File: src/wdt_pkg.sv
package wdt_pkg;

  // ****************************************************************
  // Bus map, byte addresses of the 32-bit words
  // ****************************************************************
  localparam logic [7:0]  MODE_ADDR    = 8'h00;
  localparam logic [7:0]  RESTART_ADDR = 8'h04;
  localparam logic [7:0]  STATUS_ADDR  = 8'h08;
  localparam int          ADDR_W       = 8;

  // ****************************************************************
  // Mode register fields and values
  // ****************************************************************
  localparam int          SEL_W        = 3;
  localparam int          MODE_LSB     = 0;
  localparam int          MODE_W       = 8;
  localparam logic [7:0]  MODE_RESET   = 8'h87;
  localparam logic [7:0]  MODE_UNUSED  = 8'h00;
  localparam logic [7:0]  RESTART_KEY  = 8'hAC;

  // Mode register: run in bit 7, response in bit 3, period in 2:0
  typedef struct packed {
    logic             run;
    logic [2:0]       pad_hi;
    logic             resp_reset;
    logic [SEL_W-1:0] sel;
  } mode_t;

  // ****************************************************************
  // Counter and prescaler
  // ****************************************************************
  localparam int          CNT_W        = 16;
  localparam logic [15:0] CNT_MAX      = 16'hFFFF;
  localparam logic [15:0] CNT_ZERO     = 16'h0000;
  localparam int          PRE_W        = 10;
  // Shortest period 2^19 clocks over 2^16 counts gives 2^3
  localparam int          PRE_BASE_LOG = 3;
  localparam int          STAT_EVT_BIT = 16;

  // Event delivered to the system
  typedef struct packed {
    logic nmi;
    logic rst;
  } wdt_evt_t;

  // AHB transfer types
  localparam logic [1:0]  HTRANS_NONSEQ = 2'h2;
  localparam logic [1:0]  HTRANS_SEQ    = 2'h3;

endpackage : wdt_pkg

File: src/upcount_watchdog_timer.sv
`timescale 1ns/1ps

module upcount_watchdog_timer
(
  // Clock and reset
  input  wire logic        clock,
  input  wire logic        rst_b,
  // AHB-Lite slave
  input  wire logic        hsel,
  input  wire logic [31:0] haddr,
  input  wire logic [1:0]  htrans,
  input  wire logic        hwrite,
  input  wire logic [2:0]  hsize,
  input  wire logic [31:0] hwdata,
  input  wire logic        hready,
  output      logic [31:0] hrdata,
  output      logic        hreadyout,
  output      logic        hresp,
  // Standby state from the power controller
  input  wire logic        halt_mode,
  input  wire logic        idle_mode,
  input  wire logic        stop_mode,
  // Watchdog events
  output      logic        nmi_req,
  output      logic        sys_reset_req
);

  // ****************************************************************
  // Declarations
  // ****************************************************************
  logic                              wr_pend_r;
  logic                              wr_pend_nxt;
  logic [wdt_pkg::ADDR_W-1:0]        wr_addr_r;
  logic [wdt_pkg::ADDR_W-1:0]        wr_addr_nxt;
  logic [31:0]                       hrdata_r;
  logic [31:0]                       hrdata_nxt;
  wdt_pkg::mode_t                    mode_r;
  wdt_pkg::mode_t                    mode_nxt;
  logic [wdt_pkg::CNT_W-1:0]         cnt_r;
  logic [wdt_pkg::CNT_W-1:0]         cnt_nxt;
  wdt_pkg::wdt_evt_t                 evt_r;
  wdt_pkg::wdt_evt_t                 evt_nxt;
  logic                              seen_r;
  logic                              seen_nxt;
  logic                              addr_phase;
  logic                              mode_wr;
  logic                              restart_wr;
  logic                              key_ok;
  logic                              counting;
  logic                              tick;
  logic                              overflow;
  logic                              fire;
  logic                              restart;
  logic [wdt_pkg::MODE_W-1:0]        wr_byte;

  // Aligned word select from a byte address
  function automatic logic hit
  (
    input logic [wdt_pkg::ADDR_W-1:0] a,
    input logic [wdt_pkg::ADDR_W-1:0] reg_addr
  );
    hit = (a == reg_addr);
  endfunction : hit

  // ****************************************************************
  // Bus slave
  // ****************************************************************

  // Zero wait states, always OKAY
  assign hreadyout  = 1'b1;
  assign hresp      = 1'b0;
  assign addr_phase = hsel && hready &&
                      (htrans == wdt_pkg::HTRANS_NONSEQ ||
                       htrans == wdt_pkg::HTRANS_SEQ);
  assign wr_byte    = hwdata[wdt_pkg::MODE_LSB +: wdt_pkg::MODE_W];

  // Capture write address; read data registered in address phase
  always_comb
  begin
    wr_pend_nxt = addr_phase && hwrite;
    wr_addr_nxt = wr_addr_r;
    hrdata_nxt  = hrdata_r;
    if (addr_phase)
    begin
      wr_addr_nxt = haddr[wdt_pkg::ADDR_W-1:0];
    end
    if (addr_phase && !hwrite)
    begin
      // Unmapped and restart words read as zero
      hrdata_nxt = '0;
      if (hit(haddr[wdt_pkg::ADDR_W-1:0], wdt_pkg::MODE_ADDR))
      begin
        hrdata_nxt[wdt_pkg::MODE_LSB +: wdt_pkg::MODE_W] = mode_r;
      end
      else if (hit(haddr[wdt_pkg::ADDR_W-1:0], wdt_pkg::STATUS_ADDR))
      begin
        hrdata_nxt[wdt_pkg::CNT_W-1:0]        = cnt_r;
        hrdata_nxt[wdt_pkg::STAT_EVT_BIT]     = seen_r;
      end
    end
  end

  // Bus registers
  always_ff @(posedge clock or negedge rst_b)
  begin
    if (!rst_b)
    begin
      wr_pend_r <= 1'b0;
      wr_addr_r <= '0;
      hrdata_r  <= '0;
    end
    else
    begin
      wr_pend_r <= wr_pend_nxt;
      wr_addr_r <= wr_addr_nxt;
      hrdata_r  <= hrdata_nxt;
    end
  end

  assign hrdata     = hrdata_r;
  assign mode_wr    = wr_pend_r && hit(wr_addr_r, wdt_pkg::MODE_ADDR);
  assign restart_wr = wr_pend_r && hit(wr_addr_r, wdt_pkg::RESTART_ADDR);
  assign key_ok     = (wr_byte == wdt_pkg::RESTART_KEY);

  // ****************************************************************
  // Mode register
  // ****************************************************************

  // Writing zero drops run, so the timer sits unused
  always_comb
  begin
    mode_nxt = mode_r;
    if (mode_wr)
    begin
      mode_nxt        = wdt_pkg::mode_t'(wr_byte);
      mode_nxt.pad_hi = '0;
    end
  end

  // Comes out of reset running, so an unused timer must be turned off
  always_ff @(posedge clock or negedge rst_b)
  begin
    if (!rst_b)
    begin
      mode_r <= wdt_pkg::mode_t'(wdt_pkg::MODE_RESET);
    end
    else
    begin
      mode_r <= mode_nxt;
    end
  end

  // ****************************************************************
  // Count clock
  // ****************************************************************

  // Halt keeps the clock going; idle and stop freeze it
  assign counting = mode_r.run && !idle_mode && !stop_mode;
  assign restart  = restart_wr && key_ok;

  wdt_prescaler wdt_prescaler_inst
  (
    .clock (clock),
    .rst_b (rst_b),
    .run   (counting),
    .clear (restart || mode_wr),
    .sel   (mode_r.sel),
    .tick  (tick)
  );

  // ****************************************************************
  // Counter and events
  // ****************************************************************
  assign overflow = counting && tick && (cnt_r == wdt_pkg::CNT_MAX);
  // A wrong key only counts while the timer is in use
  assign fire     = mode_r.run &&
                    (overflow || (restart_wr && !key_ok));

  // Up-count, cleared by the key; wraps to zero at overflow
  always_comb
  begin
    cnt_nxt = cnt_r;
    if (restart || mode_wr)
    begin
      cnt_nxt = wdt_pkg::CNT_ZERO;
    end
    else if (counting && tick)
    begin
      cnt_nxt = cnt_r + 1'b1;
    end
  end

  // One-cycle event on the selected output; sticky seen flag
  always_comb
  begin
    evt_nxt     = '0;
    seen_nxt    = seen_r;
    if (restart)
    begin
      seen_nxt = 1'b0;
    end
    if (fire)
    begin
      seen_nxt    = 1'b1; // Set wins over the key clear
      evt_nxt.rst = mode_r.resp_reset;
      evt_nxt.nmi = !mode_r.resp_reset;
    end
  end

  // Counter and event registers
  always_ff @(posedge clock or negedge rst_b)
  begin
    if (!rst_b)
    begin
      cnt_r  <= wdt_pkg::CNT_ZERO;
      evt_r  <= '0;
      seen_r <= 1'b0;
    end
    else
    begin
      cnt_r  <= cnt_nxt;
      evt_r  <= evt_nxt;
      seen_r <= seen_nxt;
    end
  end

  assign nmi_req       = evt_r.nmi;
  assign sys_reset_req = evt_r.rst;

endmodule : upcount_watchdog_timer

File: src/wdt_prescaler.sv
`timescale 1ns/1ps

// Count clock enable: one pulse every 2^(sel+3) clocks
module wdt_prescaler
(
  // Clock and reset
  input  wire logic                     clock,
  input  wire logic                     rst_b,
  // Control
  input  wire logic                     run,
  input  wire logic                     clear,
  input  wire logic [wdt_pkg::SEL_W-1:0] sel,
  // Count clock enable
  output      logic                     tick
);

  logic [wdt_pkg::PRE_W-1:0] pre_r;
  logic [wdt_pkg::PRE_W-1:0] pre_nxt;
  logic                      tick_r;
  logic                      tick_nxt;

  // Terminal count for a period selection
  function automatic logic [wdt_pkg::PRE_W-1:0] pre_limit
  (
    input logic [wdt_pkg::SEL_W-1:0] s
  );
    logic [wdt_pkg::PRE_W:0] one_hot;
    logic [wdt_pkg::PRE_W:0] limit_full;
    one_hot = '0;
    one_hot[int'(s) + wdt_pkg::PRE_BASE_LOG] = 1'b1;
    // Widest selection needs the top bit only before the decrement
    limit_full = one_hot - 1'b1;
    pre_limit  = limit_full[wdt_pkg::PRE_W-1:0];
  endfunction : pre_limit

  // ****************************************************************
  // Divider
  // ****************************************************************

  // Clear restarts the whole period, not only the visible counter
  always_comb
  begin
    pre_nxt  = pre_r;
    tick_nxt = 1'b0;
    if (clear)
    begin
      pre_nxt = '0;
    end
    else if (run)
    begin
      if (pre_r >= pre_limit(sel))
      begin
        pre_nxt  = '0;
        tick_nxt = 1'b1;
      end
      else
      begin
        pre_nxt = pre_r + 1'b1;
      end
    end
  end

  // Registers
  always_ff @(posedge clock or negedge rst_b)
  begin
    if (!rst_b)
    begin
      pre_r  <= '0;
      tick_r <= 1'b0;
    end
    else
    begin
      pre_r  <= pre_nxt;
      tick_r <= tick_nxt;
    end
  end

  assign tick = tick_r;

endmodule : wdt_prescaler
File: config.mk
export PLATFORM = sky130hd
export DESIGN_NAME = upcount_watchdog_timer
export DESIGN_NICKNAME = d
export VERILOG_FILES = /design/src/wdt_pkg.sv /design/src/upcount_watchdog_timer.sv /design/src/wdt_prescaler.sv
export SDC_FILE = /design/constraint.sdc
export NUM_CORES = 1
export LEC_CHECK = 0
export ABC_AREA = 1
export BUFFER_PORTS_ARGS = -buffer_cell sky130_fd_sc_hd__buf_2
export CORE_MARGIN = 4
export CORE_UTILIZATION = 55
export CTS_CLUSTER_SIZE = 30
export DETAILED_ROUTE_END_ITERATION = 12
export GPL_ROUTABILITY_DRIVEN = 1
export PLACE_DENSITY = 0.86
export SETUP_SLACK_MARGIN = 0.4
export SLEW_MARGIN = 20
export SYNTH_ARGS = -nofsm -noshare
export SYNTH_HDL_FRONTEND = slang
export SYNTH_HIERARCHICAL = 1
export SYNTH_SLANG_ARGS = --single-unit
export TNS_END_PERCENT = 10
File: constraint.sdc
create_clock -name clock -period 3.3 [get_ports clock]
set_input_delay 0.495 -clock clock [delete_from_list [all_inputs] [get_ports clock]]
set_output_delay 0.495 -clock clock [all_outputs]
set_load 0.005 [all_outputs]
==> flow_summary.html <==
<table>
<tr><th>Metric</th><th>Value</th></tr>
<tr><th colspan="2">Outcome</th></tr>
<tr><td>Result of the run</td><td>finished clean</td></tr>
<tr><th colspan="2">Detailed routing</th></tr>
<tr><td>Total met3 wirelength after detailed routing</td><td>358 µm</td></tr>
<tr><td>DRC Markers</td><td>0</td></tr>
<tr><td>DR iter-0 viols</td><td>128</td></tr>
<tr><td>Average routed wire per standard cell</td><td>12.38 µm</td></tr>
<tr><td>Detailed Route WL</td><td>7030 µm</td></tr>
<tr><td>Number of iterations in the first detailed-routing pass</td><td>5</td></tr>
<tr><td>Met2 layer wire length in the routed design</td><td>3694 µm</td></tr>
<tr><td>Top layer reached by signal wires</td><td>met4</td></tr>
<tr><td>Post-route antenna net violation count</td><td>0</td></tr>
<tr><td>Routed metal-1 wire length</td><td>2898 µm</td></tr>
<tr><td>Routed vias</td><td>2835</td></tr>
<tr><td>Avg Vias per Cell</td><td>4.991</td></tr>
<tr><th colspan="2">Cells and area</th></tr>
<tr><td>Post-Route Utilization</td><td>0.6426</td></tr>
<tr><td>Total number of nets in the final design</td><td>578</td></tr>
<tr><td>Fraction of final layout cells sized beyond drive strength 1</td><td>0.1927</td></tr>
<tr><td>Synthesis-to-layout area growth</td><td>11.65%</td></tr>
<tr><td>Fill cell total of the finished layout</td><td>499</td></tr>
<tr><td>Total inserted antenna cells</td><td>0</td></tr>
<tr><th colspan="2">Clock network</th></tr>
<tr><td>Total of cells resized after clock tree synthesis</td><td>0</td></tr>
<tr><td>Setup bufs post-CTS</td><td>0</td></tr>
<tr><td>Clock buffer count from CTS</td><td>9</td></tr>
<tr><td>Post-CTS clock slew at the launch and capture registers of the worst setup and hold paths</td><td>70 ps</td></tr>
<tr><td>Htree depth</td><td>3</td></tr>
<tr><td>Clk_lat worst skew</td><td>340 ps</td></tr>
<tr><td>CTS root buf</td><td>sky130_fd_sc_hd__clkbuf_8</td></tr>
<tr><td>Maximum clock insertion buffer count</td><td>2</td></tr>
<tr><td>Clock tree sinks</td><td>61</td></tr>
<tr><td>Clock tree from TritonCTS</td><td>yes</td></tr>
<tr><td>Hold-fix buffers at CTS</td><td>0</td></tr>
<tr><th colspan="2">Pwr</th></tr>
<tr><td>Sw Pwr</td><td>0.5785 mW</td></tr>
<tr><td>Reg power frac</td><td>0.508</td></tr>
<tr><td>Part of the total power dissipated in combinational logic</td><td>0.178</td></tr>
<tr><td>Power Density</td><td>476.3 nW/µm²</td></tr>
<tr><td>Clock share of power</td><td>0.314</td></tr>
<tr><td>Sw Share</td><td>0.3154</td></tr>
<tr><td>Cell internal power dissipation</td><td>1.255 mW</td></tr>
<tr><td>Leakage</td><td>2.079 nW</td></tr>
<tr><td>Peak supply drop</td><td>0.0003809 V</td></tr>
<tr><th colspan="2">GRT</th></tr>
<tr><td>Largest net degree at the start of global routing</td><td>24</td></tr>
<tr><td>Tot GR Track Use</td><td>0.2042</td></tr>
<tr><td>Initial antenna violation count</td><td>0</td></tr>
<tr><td>Global-route wire length before repair</td><td>12110 µm</td></tr>
<tr><td>Via count of the first global-routing pass</td><td>2797</td></tr>
<tr><td>Total grt overflow</td><td>0</td></tr>
<tr><th colspan="2">Worst setup path</th></tr>
<tr><td>Startpoint type of the worst setup path</td><td>register</td></tr>
<tr><td>Required time at the endpoint of the critical path</td><td>3530 ps</td></tr>
<tr><td>Endpoint kind of the worst setup timing path</td><td>register</td></tr>
<tr><td>Worst setup slack for register-to-register paths</td><td>1230 ps</td></tr>
<tr><td>Data arrival time of the critical path</td><td>2290 ps</td></tr>
<tr><td>Critical setup path kind</td><td>reg -&gt; reg</td></tr>
<tr><td>Peak fanout along the critical path</td><td>7</td></tr>
<tr><th colspan="2">STA</th></tr>
<tr><td>Fmax</td><td>0.4840 GHz</td></tr>
<tr><td>Final Critical Period</td><td>2066 ps</td></tr>
<tr><td>Unrepaired setup endpoints after global routing</td><td>no</td></tr>
<tr><td>Final hold violations</td><td>0</td></tr>
<tr><td>Final-layout worst hold slack</td><td>101.5 ps</td></tr>
<tr><td>Setup Skew</td><td>8.244 ps</td></tr>
<tr><td>Worst slew pin tran</td><td>646.6 ps</td></tr>
<tr><td>Pins Over Slew Limit</td><td>0</td></tr>
<tr><td>Portion of the clock cycle consumed by the worst path in the final layout</td><td>0.6261</td></tr>
<tr><td>Number of failing setup endpoints in the final timing report</td><td>0</td></tr>
<tr><td>Max-slew headroom</td><td>0.5656</td></tr>
<tr><td>Fin Setup TNS</td><td>0 ps</td></tr>
<tr><th colspan="2">Synthesis</th></tr>
<tr><td>Warning count from the yosys run</td><td>6</td></tr>
<tr><td>Synthesized instance count</td><td>437</td></tr>
<tr><td>Most frequent cell after synthesis</td><td>sky130_fd_sc_hd__nand2_1</td></tr>
<tr><td>Netlist area before placement</td><td>3448 µm²</td></tr>
<tr><td>Library cells used by synthesis</td><td>33</td></tr>
<tr><td>Leading cell types by count after synthesis</td><td>sky130_fd_sc_hd__nand2_1 (104), sky130_fd_sc_hd__dfrtp_1 (57), sky130_fd_sc_hd__inv_1 (50)</td></tr>
<tr><td>Mean instance size in the synthesized netlist</td><td>7.891 µm²</td></tr>
<tr><td>Ranking of synthesized cells by area</td><td>sky130_fd_sc_hd__dfrtp_1 (41%), sky130_fd_sc_hd__nand2_1 (11%), sky130_fd_sc_hd__nand3_1 (5.5%), sky130_fd_sc_hd__inv_1 (5.4%), sky130_fd_sc_hd__nor2_1 (5.2%)</td></tr>
<tr><td>Count of state elements after synthesis</td><td>61</td></tr>
<tr><td>Synth top area share</td><td>0.4136</td></tr>
<tr><td>Prevailing post-synth register cell</td><td>sky130_fd_sc_hd__dfrtp_1</td></tr>
<tr><td>Cell accounting for the most synthesized area</td><td>sky130_fd_sc_hd__dfrtp_1</td></tr>
<tr><td>Number of flops mapped to enable cells by yosys</td><td>0</td></tr>
<tr><td>Sequential cell area fraction in the yosys report</td><td>0.4441</td></tr>
<tr><td>Fraction of registers with async set/reset</td><td>1.000</td></tr>
<tr><th colspan="2">Die</th></tr>
<tr><td>Die Footprint</td><td>7600 µm²</td></tr>
<tr><td>Die span in y</td><td>87.18 µm</td></tr>
<tr><td>Floorplan core area</td><td>5991 µm²</td></tr>
<tr><td>Starting Density</td><td>0.5756</td></tr>
<tr><td>Ports</td><td>113</td></tr>
<tr><td>DIE WIDTH</td><td>87.18 µm</td></tr>
<tr><td>Standard-cell rows</td><td>28</td></tr>
<tr><th colspan="2">Job</th></tr>
<tr><td>Max-cap violations</td><td>0</td></tr>
<tr><th colspan="2">Placed design</th></tr>
<tr><td>Port buffer count</td><td>42</td></tr>
<tr><td>Placer's final routability congestion estimate</td><td>0.8348</td></tr>
<tr><td>Estimated wirelength of the detail-placed design</td><td>5244 µm</td></tr>
<tr><th colspan="2">Min path</th></tr>
<tr><td>Path category of the worst min-delay check</td><td>in -&gt; async</td></tr>
</table>
## flip-flops by register name (all words and copies together) (netlist names)
signal / flops
wdt_prescaler_inst/pre_r: 10
nmi_req: 1
wdt_prescaler_inst/tick: 1
cnt_r: 16
mode_r: 5
wr_addr_r: 8
sys_reset_req: 1
hrdata: 17
wr_pend_r: 1
seen_r: 1
## power groups by stage
stage / clock, mW / combinational, mW / sequential [mW]
final: 0.575 / 0.327 / 0.932
after global routing: 0.628 / 0.383 / 0.941
after CTS: 0.589 / 0.324 / 0.930
after detailed placement: 0 / 0.316 / 0.943
after global placement: 0 / 0.301 / 0.939
after floorplan: 0 / 0.255 / 0.921
## layer usage
layer  up-vias  global-route usage
li1       1442                   -
met1      1319              0.2246
met2        65              0.3747
met3         9             0.05487
met4         0             0.07392
met5         -                   0
## per-stage QoR
step	total power, mW	area [µm²]	setup WS [ps]	instances
2_1_floorplan	1.177	3512	1503	454
3_3_place_gp	1.240	3680	1282	552
3_5_place_dp	1.259	3680	1230	552
4_1_cts	1.843	3850	1243	568
5_1_grt	1.952	3850	943.5	568
6_report	1.834	3850	1234	568
## cell type report
| type | instances | area [µm²] | share of cell area |
|---|---|---|---|
| clock buffers | 12 | 145.1 | 0.03770 |
| clock inverters | 4 | 25.02 | 0.006500 |
| multi-input cells | 316 | 1619 | 0.4205 |
| well taps | 75 | 93.84 | 0.02437 |
| repair buffers | 44 | 225.2 | 0.05850 |
| inverters | 56 | 210.2 | 0.05460 |
| flip-flops and latches | 61 | 1531 | 0.3978 |
## critical path: stages, from the launching register on
cell,delay (ps)
sky130_fd_sc_hd__dfstp_2,580
sky130_fd_sc_hd__nor2_1,80
sky130_fd_sc_hd__a21oi_1,170
sky130_fd_sc_hd__o211ai_1,110
sky130_fd_sc_hd__ha_1,280
sky130_fd_sc_hd__nand2_1,60
sky130_fd_sc_hd__nor2_1,160
sky130_fd_sc_hd__nand3_1,140
sky130_fd_sc_hd__nand3_1,90
sky130_fd_sc_hd__nand2_1,70
sky130_fd_sc_hd__nand2_2,150
sky130_fd_sc_hd__nor2_1,60
## cells by family after synthesis
| kind of cell | Yosys count | synth area share |
|---|---|---|
| xor+xnor | 11 | 0.02794 |
| fa+ha+maj | 13 | 0.04717 |
| buf+inv | 77 | 0.1049 |
| compound gates | 34 | 0.05080 |
| flops | 61 | 0.4441 |
| simple gates | 238 | 0.3218 |
| other cells | 3 | 0.003265 |
## cells in the final DEF, fill, tap and decap left out, drive strengths merged, types with 12 or more instances in the layout
master    n
conb     20
clkbuf   12
nand2   115
nand3    40
dfrtp    57
inv      55
buf      44
nor2     60
ha       13
o21ai    21
## worst paths after layout
check                                            from                                      end  cells past startpoint
worst max-delay path            mode_r[1]$_DFFE_PN1P_  wdt_prescaler_inst/pre_r[6]$_DFFE_PN0P_                     11
worst min-delay path                            rst_b                    cnt_r[15]$_DFFE_PN0P_                      1
worst max register to register  mode_r[1]$_DFFE_PN1P_  wdt_prescaler_inst/pre_r[6]$_DFFE_PN0P_                     11
worst min register to register  mode_r[3]$_DFFE_PN0P_                        nmi_req$_DFF_PN0_                      1
max in group asynchronous                       rst_b                    mode_r[2]$_DFFE_PN1P_                      2
min in group clock                          hwdata[2]                    mode_r[2]$_DFFE_PN1P_                      3
No activity file was read; power rests on OpenSTA's default activity.
